[config.mk]
export PLATFORM = sky130hd
export DESIGN_NAME = rtcwd_top
export DESIGN_NICKNAME = d
export VERILOG_FILES = /design/src/inc/rtcwd_pkg.sv /design/src/inc/rtcwd_cal_if.sv /design/src/rtl/rtcwd_top.sv /design/src/rtl/rtcwd_calendar.sv
export SDC_FILE = /design/constraint.sdc
export NUM_CORES = 1
export LEC_CHECK = 0
export BUFFER_PORTS_ARGS = -buffer_cell sky130_fd_sc_hd__buf_2
export CAP_MARGIN = 40
export CORE_ASPECT_RATIO = 0.7
export CORE_MARGIN = 3
export CORE_UTILIZATION = 45
export CTS_BUF_LIST = sky130_fd_sc_hd__clkbuf_16
export CTS_CLUSTER_SIZE = 16
export DETAILED_ROUTE_END_ITERATION = 10
export PLACE_DENSITY = 0.74
export SETUP_SLACK_MARGIN = 0.4
export SLEW_MARGIN = 10
export SYNTH_ARGS = -nofsm -noshare
export SYNTH_HDL_FRONTEND = slang
export SYNTH_SLANG_ARGS = --single-unit
[constraint.sdc]
create_clock -name core_clk_i -period 2.1 [get_ports core_clk_i]
set_input_delay 0.21 -clock core_clk_i [delete_from_list [all_inputs] [get_ports core_clk_i]]
set_output_delay 0.21 -clock core_clk_i [all_outputs]
set_load 0.01 [all_outputs]
[src/inc/rtcwd_pkg.sv]
// Constants and types shared by the clock-calendar, watchdog and power-down logic.
// Assumes a single 20 MHz core clock and a crystal tick pin sampled on it.
//
// Summary of operation
// Watchdog acts only while enable pin high
// Watchdog timeout resets the whole system
// Watchdog timeout interval nominally two seconds
// Watchdog reset sets a readable status flag
// Calendar counters run; writes load new values
// Calendar timed from 32768 Hz crystal ticks
// Calendar keeps counting during power-down
// Calendar: 30-bit milliseconds, 16-bit weeks
// Milliseconds counter advances at 1.024 kHz
// Alarm runs in power-down, wakes CPU
// Power-down stops processor, peripherals, optionally PLL
// Leaving power-down resumes with state intact
// Software refreshes watchdog before timeout
// Weeks advance when milliseconds complete one week
`default_nettype none

package rtcwd_pkg;

  // ---------------------------------------------------------------
  // Clock and timing
  // ---------------------------------------------------------------
  localparam int CORE_CLK_HZ = 20_000_000;
  localparam int XTAL_HZ = 32_768;
  localparam int MS_TICK_HZ = 1_024;
  localparam int XTAL_PER_MS = XTAL_HZ / MS_TICK_HZ;
  localparam int WDOG_TIMEOUT_S = 2;
  localparam int WDOG_TIMEOUT_CYC = WDOG_TIMEOUT_S * CORE_CLK_HZ;
  localparam int SYS_RST_CYC = 16;

  // ---------------------------------------------------------------
  // Calendar layout
  // ---------------------------------------------------------------
  localparam int MS_W = 30;
  localparam int WK_W = 16;
  localparam int SEC_PER_WEEK = 7 * 24 * 3600;
  localparam logic [MS_W-1:0] MS_PER_WEEK = MS_W'(MS_TICK_HZ * SEC_PER_WEEK);
  localparam logic [MS_W-1:0] MS_RESET = 30'h0000000;
  localparam logic [WK_W-1:0] WK_RESET = 16'h0000;
  localparam int ALARM_W = 32;

  // ---------------------------------------------------------------
  // State machines
  // ---------------------------------------------------------------
  typedef enum logic [1:0] {WD_OFF, WD_COUNT, WD_FIRE} rtcwd_wd_state_type;
  typedef enum logic [1:0] {PWR_RUN, PWR_DOWN, PWR_WAKE} rtcwd_pwr_state_type;

endpackage : rtcwd_pkg

`default_nettype wire

[src/inc/rtcwd_cal_if.sv]
// Link between the supervision top and its calendar counter module.
// Assumes both ends share the core clock.
`default_nettype none

interface rtcwd_cal_if;
  import rtcwd_pkg::*;
  logic ms_tick;
  logic ms_wr;
  logic [MS_W-1:0] ms_wdata;
  logic wk_wr;
  logic [WK_W-1:0] wk_wdata;
  logic [MS_W-1:0] ms_count;
  logic [WK_W-1:0] wk_count;

  modport ctrl (output ms_tick, ms_wr, ms_wdata, wk_wr, wk_wdata, input ms_count, wk_count);
  modport cal (input ms_tick, ms_wr, ms_wdata, wk_wr, wk_wdata, output ms_count, wk_count);
endinterface : rtcwd_cal_if

`default_nettype wire

[src/rtl/rtcwd_top.sv]
// Clock-calendar, pin-enabled watchdog and power-down sequencer.
// Assumes a 20 MHz core clock on a supply that stays up in power-down,
// a free-running 32768 Hz crystal square wave on a pin, and software
// controls as plain same-clock strobes.
`default_nettype none

module rtcwd_top
  import rtcwd_pkg::*;
#(
  parameter int WDOG_CYCLES = WDOG_TIMEOUT_CYC // Shorten for simulation
) (
  input wire logic core_clk_i,              // 20 MHz clock
  input wire logic srst_i,                  // Sync reset, active high
  input wire logic xtal_i,                  // 32768 Hz crystal, async
  input wire logic watchdog_enable_pin_i,   // Watchdog enable pin, async
  input wire logic wdog_refresh_i,          // Refresh strobe from software
  input wire logic wdog_flag_clr_i,         // Clear watchdog reset flag
  input wire logic ms_wr_i,                 // Load milliseconds counter
  input wire logic [MS_W-1:0] ms_wdata_i,   // Milliseconds load value
  input wire logic wk_wr_i,                 // Load weeks counter
  input wire logic [WK_W-1:0] wk_wdata_i,   // Weeks load value
  input wire logic pd_req_i,                // Enter power-down strobe
  input wire logic pd_pll_stop_i,           // Also stop PLL in power-down
  input wire logic [ALARM_W-1:0] alarm_i,   // Wake delay in 1.024 kHz ticks
  output logic [MS_W-1:0] ms_count_o,       // Milliseconds count
  output logic [WK_W-1:0] wk_count_o,       // Weeks count
  output logic sys_rst_o,                   // System reset request
  output logic watchdog_reset_flag_o,       // Last reset was the watchdog
  output logic cpu_clk_en_o,                // Processor and peripheral clock gate
  output logic pll_run_o,                   // PLL run enable
  output logic wake_o                       // One-cycle wake pulse
);

  localparam logic [31:0] WDOG_LAST = 32'(WDOG_CYCLES - 1);
  localparam logic [4:0] XTAL_LAST = 5'(XTAL_PER_MS - 1);
  localparam logic [4:0] SYS_RST_LAST = 5'(SYS_RST_CYC - 1);

  rtcwd_cal_if cal_if ();

  // ---------------------------------------------------------------
  // Pin synchronisers
  // ---------------------------------------------------------------
  logic xtal_meta_q, xtal_sync_q, xtal_prev_q;
  logic wden_meta_q, wden_sync_q;

  always_ff @(posedge core_clk_i) begin
    if (srst_i) begin
      xtal_meta_q <= 1'b0;
      xtal_sync_q <= 1'b0;
      xtal_prev_q <= 1'b0;
    end else begin
      xtal_meta_q <= xtal_i;
      xtal_sync_q <= xtal_meta_q;
      xtal_prev_q <= xtal_sync_q;
    end
  end

  always_ff @(posedge core_clk_i) begin
    if (srst_i) begin
      wden_meta_q <= 1'b0;
      wden_sync_q <= 1'b0;
    end else begin
      wden_meta_q <= watchdog_enable_pin_i;
      wden_sync_q <= wden_meta_q;
    end
  end

  // ---------------------------------------------------------------
  // Crystal divider to 1.024 kHz
  // ---------------------------------------------------------------
  logic xtal_rise;
  logic [4:0] xdiv_q;
  logic ms_tick_q;

  assign xtal_rise = xtal_sync_q && !xtal_prev_q;

  // Divider runs regardless of power state so time is never lost
  always_ff @(posedge core_clk_i) begin
    if (srst_i) begin
      xdiv_q <= 5'h00;
      ms_tick_q <= 1'b0;
    end else begin
      ms_tick_q <= xtal_rise && (xdiv_q == XTAL_LAST);
      if (xtal_rise) begin
        xdiv_q <= (xdiv_q == XTAL_LAST) ? 5'h00 : xdiv_q + 5'h01;
      end
    end
  end

  // ---------------------------------------------------------------
  // Calendar
  // ---------------------------------------------------------------
  assign cal_if.ms_tick = ms_tick_q;
  assign cal_if.ms_wr = ms_wr_i;
  assign cal_if.ms_wdata = ms_wdata_i;
  assign cal_if.wk_wr = wk_wr_i;
  assign cal_if.wk_wdata = wk_wdata_i;

  rtcwd_calendar u_calendar (
    .core_clk_i(core_clk_i),
    .srst_i(srst_i),
    .cal(cal_if.cal)
  );

  always_ff @(posedge core_clk_i) begin
    if (srst_i) begin
      ms_count_o <= MS_RESET;
      wk_count_o <= WK_RESET;
    end else begin
      ms_count_o <= cal_if.ms_count;
      wk_count_o <= cal_if.wk_count;
    end
  end

  // ---------------------------------------------------------------
  // Power-down sequencer
  // ---------------------------------------------------------------
  rtcwd_pwr_state_type pwr_q;
  logic [ALARM_W-1:0] alarm_q;

  always_ff @(posedge core_clk_i) begin
    if (srst_i) begin
      pwr_q <= PWR_RUN;
      alarm_q <= 32'h00000000;
    end else begin
      case (pwr_q)
        PWR_RUN: begin
          if (pd_req_i) begin
            alarm_q <= alarm_i;
            pwr_q <= PWR_DOWN;
          end
        end
        PWR_DOWN: begin
          if (alarm_q == 32'h00000000) begin
            pwr_q <= PWR_WAKE;
          end else if (ms_tick_q) begin
            alarm_q <= alarm_q - 32'h00000001;
          end
        end
        PWR_WAKE: begin
          pwr_q <= PWR_RUN;
        end
        default: begin
          pwr_q <= PWR_RUN;
        end
      endcase
    end
  end

  // Gating only, no reset: all held state survives the stop
  always_ff @(posedge core_clk_i) begin
    if (srst_i) begin
      cpu_clk_en_o <= 1'b1;
      pll_run_o <= 1'b1;
      wake_o <= 1'b0;
    end else begin
      wake_o <= (pwr_q == PWR_WAKE);
      if (pwr_q == PWR_RUN && pd_req_i) begin
        cpu_clk_en_o <= 1'b0;
        pll_run_o <= !pd_pll_stop_i;
      end else if (pwr_q == PWR_WAKE) begin
        cpu_clk_en_o <= 1'b1;
        pll_run_o <= 1'b1;
      end
    end
  end

  // ---------------------------------------------------------------
  // Watchdog
  // ---------------------------------------------------------------
  rtcwd_wd_state_type wd_q;
  logic [31:0] wd_cnt_q;
  logic [4:0] rst_cnt_q;
  logic wd_fire;

  // Counter pauses in power-down since the processor cannot refresh it
  always_ff @(posedge core_clk_i) begin
    if (srst_i) begin
      wd_q <= WD_OFF;
      wd_cnt_q <= 32'h00000000;
      rst_cnt_q <= 5'h00;
    end else begin
      case (wd_q)
        WD_OFF: begin
          wd_cnt_q <= 32'h00000000;
          if (wden_sync_q) begin
            wd_q <= WD_COUNT;
          end
        end
        WD_COUNT: begin
          if (!wden_sync_q) begin
            wd_q <= WD_OFF;
          end else if (wdog_refresh_i) begin
            wd_cnt_q <= 32'h00000000;
          end else if (wd_cnt_q == WDOG_LAST) begin
            rst_cnt_q <= 5'h00;
            wd_q <= WD_FIRE;
          end else if (pwr_q == PWR_RUN) begin
            wd_cnt_q <= wd_cnt_q + 32'h00000001;
          end
        end
        WD_FIRE: begin
          wd_cnt_q <= 32'h00000000;
          rst_cnt_q <= rst_cnt_q + 5'h01;
          if (rst_cnt_q == SYS_RST_LAST) begin
            wd_q <= WD_COUNT;
          end
        end
        default: begin
          wd_q <= WD_OFF;
        end
      endcase
    end
  end

  assign wd_fire = (wd_q == WD_FIRE);

  always_ff @(posedge core_clk_i) begin
    if (srst_i) begin
      sys_rst_o <= 1'b0;
    end else begin
      sys_rst_o <= wd_fire;
    end
  end

  // Set wins over a same-cycle clear
  always_ff @(posedge core_clk_i) begin
    if (srst_i) begin
      watchdog_reset_flag_o <= 1'b0;
    end else if (wd_fire) begin
      watchdog_reset_flag_o <= 1'b1;
    end else if (wdog_flag_clr_i) begin
      watchdog_reset_flag_o <= 1'b0;
    end
  end

endmodule : rtcwd_top

`default_nettype wire

[src/rtl/rtcwd_calendar.sv]
// Milliseconds and weeks counters of the clock-calendar.
// Assumes a one-cycle 1.024 kHz tick and software loads from the core domain.
`default_nettype none

module rtcwd_calendar
  import rtcwd_pkg::*;
(
  input wire logic core_clk_i, // Core clock
  input wire logic srst_i,     // Sync reset, active high
  rtcwd_cal_if.cal cal         // Tick, loads and counts
);

  logic [MS_W-1:0] ms_q;
  logic [WK_W-1:0] wk_q;
  logic week_done;

  // Milliseconds wrap is a week boundary; counted in 1.024 kHz ticks
  assign week_done = cal.ms_tick && (ms_q == MS_PER_WEEK - 30'h0000001);

  // ---------------------------------------------------------------
  // Milliseconds counter
  // ---------------------------------------------------------------
  always_ff @(posedge core_clk_i) begin
    if (srst_i) begin
      ms_q <= MS_RESET;
    end else if (cal.ms_wr) begin
      ms_q <= cal.ms_wdata;
    end else if (week_done) begin
      ms_q <= MS_RESET;
    end else if (cal.ms_tick) begin
      ms_q <= ms_q + 30'h0000001;
    end
  end

  // ---------------------------------------------------------------
  // Weeks counter
  // ---------------------------------------------------------------
  always_ff @(posedge core_clk_i) begin
    if (srst_i) begin
      wk_q <= WK_RESET;
    end else if (cal.wk_wr) begin
      wk_q <= cal.wk_wdata;
    end else if (week_done && !cal.ms_wr) begin
      wk_q <= wk_q + 16'h0001;
    end
  end

  assign cal.ms_count = ms_q;
  assign cal.wk_count = wk_q;

endmodule : rtcwd_calendar

`default_nettype wire

==> impl_metrics.toml, run 1 <==
[status]
outcome = "finished, violations left"
violations = "setup timing"

[cts]
clk_latency_ps = 440
clock-sinks = 181
clk_pin_slew_ps = 70
htree_levels = 4
numCtsBuffers = 17
root_buffer = "clkbuf_16"
tritoncts = "built"
clockBufferDepth = 2

[place]
gp_congestion = 0.8821
io_buffers = 138
detailed_place_hpwl_mm = 16.57

[final_layout]
area_growth_pct = 52.11
fin_util = 0.7081
num-nets-final = 1402
drive_above_1_share = 0.4443
antenna_cells = 0

[timing]
maxSlewHeadroom = 0.6278
fin_crit_sh = 1.101
clock_skew_ps = 13.20
setup_ws_ps = -212.0
period_needed_ps = 2312
tightest_slew_ps = 558.3
fmax_mhz = 432.5
hold_violations = 0
finalSetupViolCount = 51
tns_ps = -6813
rsz0062_at_grt = "true"
drv_slew = 0

[route]
wirelength_mm = 31.08
drc = 0
drtIter0Drc = 922
vias = 9322
ant_nets = 0
viasPerCell = 5.995
wl_per_cell_um = 19.99
drt_pass1_iterations = 5

[logic_synthesis]
netlist_area_um2 = 8526
synth_seq_cells = 181
yosysTopAreaCell = "dfxtp_1"
synth_edf_count = 0
syn_area_per_cell_um2 = 8.350
synth_top_area_frac = 0.4250
ys_seq_area_frac = 0.4250
synthArstFlopShare = 0
synth_top_flop_cell = "dfxtp_1"
ys_warn_count = 0
synthesis.instances = 1021
yosysMostFrequentCell = "dfxtp_1"
synth_nets = 1117
synth_common_cells = "dfxtp_1 (181), nor2_1 (109), nand2_1 (95)"
synth_cell_types = 63
ys_top_cells_by_area = "dfxtp_1 (43%), nor2_1 (4.8%), a21oi_1 (4.5%)"

[die]
ios = 139
die_area_um2 = 20660
core_area_um2 = 18310
start_util = 0.4655
fp-row-count = 41
die_h_um = 121.2
fp.dieW_um = 170.5

[global_route]
grt_max_degree = 48
grt_overflow_total = 0
track_usage = 0.2637
grt_pass1_wl_mm = 43.87
grt_pass1_vias = 8505
antenna_found_initial = 0

[worst_hold_path]
hp-class = "in2reg"

[critical_path]
slowest_delay_ps = 430
crit_chain = "nor4b_4 -> nand3_1 -> o31a_1 -> o21ai_4 -> buf_6 -> buf_12 -> buf_16 -> o21ai_2 -> a21oi_2"
critPathCaptureType = "flop"
crit_family = "compound AO/OA/AOI/OAI gates"
crit_type = "reg2reg"
critPathArrivalTime_ps = 2680
cpMaxStageDelayCell = "dfxtp_1"
crit_fanout = 5
critPathRequiredTime_ps = 2470
worst-r2r-setup-slack_ps = -210
critPathLaunchType = "flop"
cp_num_buf_inv = 3

[power]
powerDensity_nw_per_um2 = 690.1
cellLeakagePower_nw = 5.315
p_total_mw = 8.950
vdd_drop_max_mv = 0.5458

[flow_run]
cap_violations = 0
-- worst min-delay path: stages --
cell and delay (ps):
buf_2 80, nand3_1 70, o31ai_1 60
-- final timing paths --
path,startpoint,endpoint,depth (start not counted)
setup / recovery,alarm_q[4],alarm_q[6],9
setup reg to reg,alarm_q[4],alarm_q[6],9
hold / removal,wk_wdata_i[14],u_calendar.cal.wk_count[14],3
hold reg to reg,xtal_meta_q,xtal_sync_q,1
-- layer usage --
metal  GRT usage  wire (um)
met5           0          0
met4     0.09524       1022
met3     0.06740       2766
met2      0.3964      14330
met1      0.3659      12960
-- metrics by stage --
stage	area (um2)	instances	worst slack (ps)	hold slack, ps
6_report	12970	1555	-212.0	1.913
5_1_grt	12970	1555	-304.8	12.96
4_1_cts	12160	1521	-41.09	0.6392
3_5_place_dp	10310	1439	-100.5	422.7
3_3_place_gp	10310	1439	-12.95	420.6
2_1_floorplan	8841	1021	11.30	313.1
-- cell families (layout without fill, tap and decap cells) --
logic type,count (synthesis),after routing,share of synthesized area
xor gates and xnor gates,62,62,0.06369
DFF,181,181,0.4250
buffers and inverters,76,371,0.03493
adders and majority gates,8,8,0.01174
AOI/OAI and AO/OA,226,226,0.1673
and+or+nand+nor,459,462,0.2868
muxes,9,9,0.01057
-- registers in the layout (all words and copies together) (netlist names), 5 cells and up --
| signal | flops |
|---|---|
| ms_count_o | 30 |
| wk_count_o | 16 |
| u_calendar.cal.ms_count | 30 |
| xdiv_q | 5 |
| wd_cnt_q | 32 |
| u_calendar.cal.wk_count | 16 |
| alarm_q | 32 |
| rst_cnt_q | 5 |
-- timing repair --
action,in CTS,in global routing
pin swaps,99,87
cloned,9,3
setup endpoints to repair,111,114
gates resized for setup,181,121
buffers inserted,39,31
hold buffers,2,0
endpoints found under the hold margin,2,0
-- where the power goes --
part           total [mW]  internal [mW]  switching (mW)
Clock                3.36           1.89            1.47
Sequential           3.75           3.59           0.155
Combinational        1.85          0.849           0.997
Total                8.95           6.33            2.62
-- layout make-up --
class	instances	area, um2
multi-input combinational	767	5883
clock inverter	15	177.7
sequential	181	3681
fill	1198	5345
timing repair buffer	320	2435
inverter	19	71.32
tap	236	295.3
clock buffer	17	425.4
-- layout by cell type, fill, tap and decap left out, types with 7 or more instances in the layout --
cell	synthesis	layout
nor4_4	1	11
o21a_1	10	9
a211oi_1	17	11
inv_1	17	17
nor3_4	2	11
o21ai_1	5	7
a21oi_1	76	50
or3_1	13	11
nor2b_1	56	55
a21oi_2	0	22
o22ai_1	12	9
o32ai_2	0	8
nor2_1	109	98
and3_4	0	7
nand2_1	95	88
xor2_1	32	32
buf_2	4	137
buf_6	0	38
buf_16	0	7
buf_4	2	129
o21ai_0	45	16
dfxtp_1	181	145
nand3_1	23	14
nor3b_1	19	15
nor3_1	36	18
xnor2_1	30	25
and3_1	24	16
dfxtp_2	0	31
o21ai_2	2	23
mux2i_1	9	9
clkbuf_16	0	18
nor3_2	0	9
nand4_1	25	25
No activity file was read; power rests on OpenSTA's default activity.
==> run 2, diff against run 1 <==
--- a/config.mk
+++ b/config.mk
@@ -8,7 +8,6 @@
 export BUFFER_PORTS_ARGS = -buffer_cell sky130_fd_sc_hd__buf_2
 export CAP_MARGIN = 40
 export CORE_ASPECT_RATIO = 0.7
-export CORE_MARGIN = 3
 export CORE_UTILIZATION = 45
 export CTS_BUF_LIST = sky130_fd_sc_hd__clkbuf_16
 export CTS_CLUSTER_SIZE = 16
==> run 2 against run 1 <==
Against the previous run: highest routed layer unchanged; critical path type unchanged; non-clock buffer count down 4; combinational power grew 5%; first-iteration DRC count grew 2.9%; the run ends with DRC, setup timing left; cell count decreased by 0.19%; cell area up 0.83%.
==> impl_metrics.toml, run 2 (synthesis results as in run 1) <==
[route]
wl_per_cell_um = 19.85
drc = 6
drt_pass1_iterations = 8
vias = 9336
viasPerCell = 6.015
drtIter0Drc = 949
wirelength_mm = 30.81
ant_nets = 0

[critical_path]
critPathRequiredTime_ps = 2430
slowest_delay_ps = 540
r2r-end = "wd_cnt_q[4]"
crit_type = "reg2reg"
critPathLaunchType = "flop"
ff2ff_path_depth = 7
crit_fanout = 5
cpMaxStageDelayCell = "or4b_4"
worst-r2r-setup-slack_ps = -190
critPathCaptureType = "flop"
crit_chain = "or4b_4 -> nor4_4 -> nand4_1 -> buf_6 -> o211ai_1 -> xor2_1 -> nor2_1"
r2r_start = "wd_cnt_q[23]"
critPathArrivalTime_ps = 2620

[final_layout]
mostFrequentLayoutCell = "dfxtp_1"
drive_above_1_share = 0.4578
top_regs = "alarm_q x32, wd_cnt_q x32"
mostFrequentLayoutCells = "dfxtp_1 (147), buf_2 (137), buf_4 (120)"
area_growth_pct = 53.38
fin_util = 0.7160
final_cell_area_um2 = 13080
num-nets-final = 1398

[power]
combinationalPowerShare = 0.224
vdd_drop_max_mv = 0.5831
powerDensity_nw_per_um2 = 663.0
p_total_mw = 8.670
internal_power_mw = 6.013
cellLeakagePower_nw = 5.343
seqPwrFrac = 0.432
swShare = 0.3064
power.switching_mw = 2.657
p_clk_frac = 0.344

[global_route]
grt_max_degree = 80
track_usage = 0.2789
grt_pass1_vias = 8354
antenna_found_initial = 1
grt_pass1_wl_mm = 43.17
grt_overflow_total = 0

[cts]
clk_latency_ps = 440
clockBufferDepth = 2
clock-sinks = 181
htree_levels = 4
numCtsBuffers = 17
root_buffer = "clkbuf_16"
tritoncts = "built"
clk_pin_slew_ps = 80

[die]
fp-row-count = 41
die_h_um = 117.2
start_util = 0.4668
ios = 139
core_area_um2 = 18260
die_area_um2 = 19510
fp.dieW_um = 166.5

[timing]
finalSetupViolCount = 59
setup_ws_ps = -185.9
maxSlewHeadroom = 0.6231
drv_slew = 0
fmax_mhz = 437.5
hold_ws_ps = 18.07
tightest_slew_ps = 565.4
hold_violations = 0
period_needed_ps = 2286
clock_skew_ps = 14.62
fin_crit_sh = 1.089
tns_ps = -4845
rsz0062_at_grt = "true"

[place]
place_area_um2 = 10320
gp_congestion = 0.8744
io_buffers = 138
detailed_place_hpwl_mm = 16.42

[worst_hold_path]
min_from = "wk_wdata_i[14]"
hold_path_depth = 3
hp-class = "in2reg"
min_to = "u_calendar.cal.wk_count[14]"

[status]
outcome = "finished, violations left"
violations = "DRC, setup timing"

[flow_run]
cap_violations = 0
==> run 2: changes by cell type in the layout (fill, tap and decap cells not counted), sizes merged <==
cell         previous run  this run
buf                   317       313
clkinv                  2         6
bufinv                  3         0
clkbuf                 18        17
diode                   0         1
dlygate4sd3             2         3
inv                    27        26
==> run 2: cell type report <==
cell class / instances / area (um2)
inverter: 19 / 71.32
timing repair buffer: 316 / 2475
tap: 236 / 295.3
clock buffer: 17 / 425.4
multi-input combinational: 767 / 6023
clock inverter: 15 / 107.6
antenna: 1 / 2.502
fill: 1184 / 5186
sequential: 181 / 3676
==> run 2: worst max-delay path, delay by kind of cell, from the launching register on <==
kind | cells | cell delay, ps
AND/OR/NAND/NOR | 4 | 1210
buffers and inverters | 1 | 230
XOR/XNOR | 1 | 190
flip-flops | 1 | 320
AO/OA/AOI/OAI | 1 | 240
==> run 2: repair_timing <==
| item | in CTS | in global routing |
|---|---|---|
| hold buffers | 3 | 0 |
| pin swaps | 85 | 118 |
| hold endpoints to repair | 3 | 0 |
| gates resized for setup | 166 | 175 |
| buffers inserted | 43 | 23 |
| endpoints found under the setup margin | 109 | 116 |
| gates cloned | 11 | 3 |
==> run 2: worst max path at each step <==
| stage | start | endpoint | slack [ps] | cells after the start |
|---|---|---|---|---|
| 4_1_cts | wd_cnt_q[23] | wd_cnt_q[4] | -40 | 7 |
| 2_1_floorplan | u_calendar.cal.ms_count[1] | u_calendar.cal.wk_count[4] | 10 | 8 |
| 3_5_place_dp | u_calendar.cal.ms_count[14] | u_calendar.cal.wk_count[9] | -120 | 6 |
| 6_report | wd_cnt_q[23] | wd_cnt_q[4] | -190 | 7 |
| 5_1_grt | wd_cnt_q[23] | wd_cnt_q[0] | -270 | 7 |
| 3_3_place_gp | u_calendar.cal.ms_count[15] | u_calendar.cal.wk_count[4] | -20 | 6 |
==> run 2: power groups by stage <==
stage	combinational, mW	sequential [mW]	clock, mW
after floorplan	0.774	3.80	0
after global placement	1.28	3.78	0
after detailed placement	1.29	3.79	0
after CTS	1.67	3.72	2.98
after global routing	2.04	3.76	3.15
final	1.94	3.74	2.98
==> run 2: layer usage <==
metal  wire (um)  track usage  share of wire
met5           0            0              0
met4        1028      0.08765          0.033
met3        2491      0.06422          0.081
met2       14290       0.4387           0.46
met1       13000       0.3821           0.42
==> run 2: stage by stage <==
stage | instances | setup WS, ps
after floorplan | 1021 | 11.30
after global placement | 1436 | -19.30
after detailed placement | 1436 | -122.1
after CTS | 1525 | -42.06
after global routing | 1552 | -265.4
final | 1552 | -185.9
==> run 3, diff against run 2 <==
--- a/config.mk
+++ b/config.mk
@@ -8,11 +8,11 @@
 export BUFFER_PORTS_ARGS = -buffer_cell sky130_fd_sc_hd__buf_2
 export CAP_MARGIN = 40
 export CORE_ASPECT_RATIO = 0.7
-export CORE_UTILIZATION = 45
+export CORE_UTILIZATION = 30
 export CTS_BUF_LIST = sky130_fd_sc_hd__clkbuf_16
 export CTS_CLUSTER_SIZE = 16
 export DETAILED_ROUTE_END_ITERATION = 10
-export PLACE_DENSITY = 0.74
+export PLACE_DENSITY = 0.55
 export SETUP_SLACK_MARGIN = 0.4
 export SLEW_MARGIN = 10
 export SYNTH_ARGS = -nofsm -noshare
==> run 3 against run 2 <==
Against the previous run: the run ends with setup timing left; clock power rose by 5%; die area rose by 49%; global-route usage fell by 8.8 points; maximum frequency rose by 5.2%; clock skew fell by 5.7 ps; largest cell class unchanged; sequential power barely moved; wire length fell by 9.4%; total power fell by 0.26%; combinational power fell by 8%; critical path type unchanged.
==> impl_metrics.toml, run 3 (synthesis results as in run 1) <==
[critical_path]
critPathRequiredTime_ps = 2460
ff2ff_path_depth = 10
critPathCaptureType = "flop"
crit_fanout = 5
critPathArrivalTime_ps = 2540
critPathLaunchType = "flop"
crit_type = "reg2reg"

[final_layout]
top_regs = "alarm_q x32, wd_cnt_q x32"
num-nets-final = 1377
mostFrequentLayoutCells = "dfxtp_1 (151), buf_2 (138), buf_4 (111)"
drive_above_1_share = 0.4142
final.fill_count = 2642
antenna_cells = 0
area_growth_pct = 49.93
final_cell_area_um2 = 12780
mostFrequentLayoutCell = "dfxtp_1"

[cts]
root_buffer = "clkbuf_16"
htree_levels = 4
clk_latency_ps = 450
clock-sinks = 181
clockBufferDepth = 2
numCtsBuffers = 17
tritoncts = "built"
clk_pin_slew_ps = 70

[route]
wirelength_mm = 27.91
ant_nets = 0
drc = 0
wl_per_cell_um = 16.76
drtIter0Drc = 586
drt_pass1_iterations = 5
viasPerCell = 5.136
vias = 8551

[timing]
period_needed_ps = 2173
hold_ws_ps = 18.61
drv_slew = 0
maxSlewHeadroom = 0.5495
finalSetupViolCount = 18
tns_ps = -607.2
rsz0062_at_grt = "true"
hold_violations = 0
tightest_slew_ps = 675.8
fmax_mhz = 460.1
fin_crit_sh = 1.035
clock_skew_ps = 8.876
setup_ws_ps = -73.25

[place]
io_buffers = 138
pre_cts_slack_ps = -39.19
detailed_place_hpwl_mm = 18.12
gp_congestion = 0.8163
place_area_um2 = 10530

[die]
start_util = 0.3057
fp-row-count = 51
die_h_um = 143.0
fp.dieW_um = 203.5
ios = 139
core_area_um2 = 27890
die_area_um2 = 29110

[power]
p_total_mw = 8.648
vdd_drop_max_mv = 0.4857
powerDensity_nw_per_um2 = 676.5
cellLeakagePower_nw = 5.095

[global_route]
track_usage = 0.1912
grt_overflow_total = 0
antenna_found_initial = 0
grt_max_degree = 115
grt_pass1_vias = 8177
grt_pass1_wl_mm = 43.73

[worst_hold_path]
hp-class = "in2reg"
hold_path_depth = 3

[flow_run]
cap_violations = 0

[status]
violations = "setup timing"
outcome = "finished, violations left"
==> run 3: cell count changes in the layout (fill, tap and decap cells not counted), moves of 6 or more <==
cell and delta:
buf_4 -9, buf_6 -15, nand2_2 -8, nand2_4 +11
nor3_2 +6, nor3_4 -9, o21ai_0 +6, o21ai_1 +9
o21ai_2 -13
==> run 3: per-stage QoR <==
| step | util | cells |
|---|---|---|
| floorplan | - | 1021 |
| global placement | 0.3776 | 1577 |
| detailed placement | 0.3776 | 1577 |
| CTS | 0.4357 | 1647 |
| global route | 0.4584 | 1665 |
| finish | 0.4584 | 1665 |
==> run 3: cell type report <==
class | instances | area (um2) | share of cell area
multi-input cells | 766 | 5762 | 0.4508
flip-flops and latches | 181 | 3674 | 0.2874
well taps | 371 | 464.2 | 0.03632
inverters | 19 | 76.32 | 0.005971
clock inverters | 15 | 130.1 | 0.01018
clock buffers | 17 | 425.4 | 0.03328
repair buffers | 296 | 2251 | 0.1761
==> run 3: routing by layer <==
metal,routed length (um),GRT usage,share of wire,vias to the layer above
met1,13790,0.2765,0.49,4086
met5,0,0,0,-
met2,12070,0.2800,0.43,240
met4,369,0.04947,0.013,0
li1,-,-,-,4191
met3,1675,0.04610,0.060,34
==> run 3: repair_timing <==
item	in CTS	in global routing
setup endpoints to repair	108	115
pin swaps	50	69
cloned	7	4
resized for setup	144	110
hold endpoints to repair	7	0
setup buffers	23	14
hold buffers	8	0
==> run 3: power by group <==
part / switching [mW] / internal, mW
Combinational: 0.955 / 0.834
Clock: 1.50 / 1.64
Sequential: 0.137 / 3.59
==> run 3: worst paths after layout <==
check / start / slack, ps / end
max: alarm_q[12] / -70 / alarm_q[13]
max reg2reg: alarm_q[12] / -70 / alarm_q[13]
min reg2reg: xtal_meta_q / 460 / xtal_sync_q
min: ms_wdata_i[3] / 20 / u_calendar.cal.ms_count[3]
==> run 3: worst max-delay path: stages, from the launching register on <==
cell,delay [ps]
dfxtp_1,350
nor4_4,360
nand4_1,170
o31a_1,370
o21ai_4,220
buf_6,150
buf_6,110
buf_12,100
buf_16,120
a21oi_4,40
o32ai_2,100
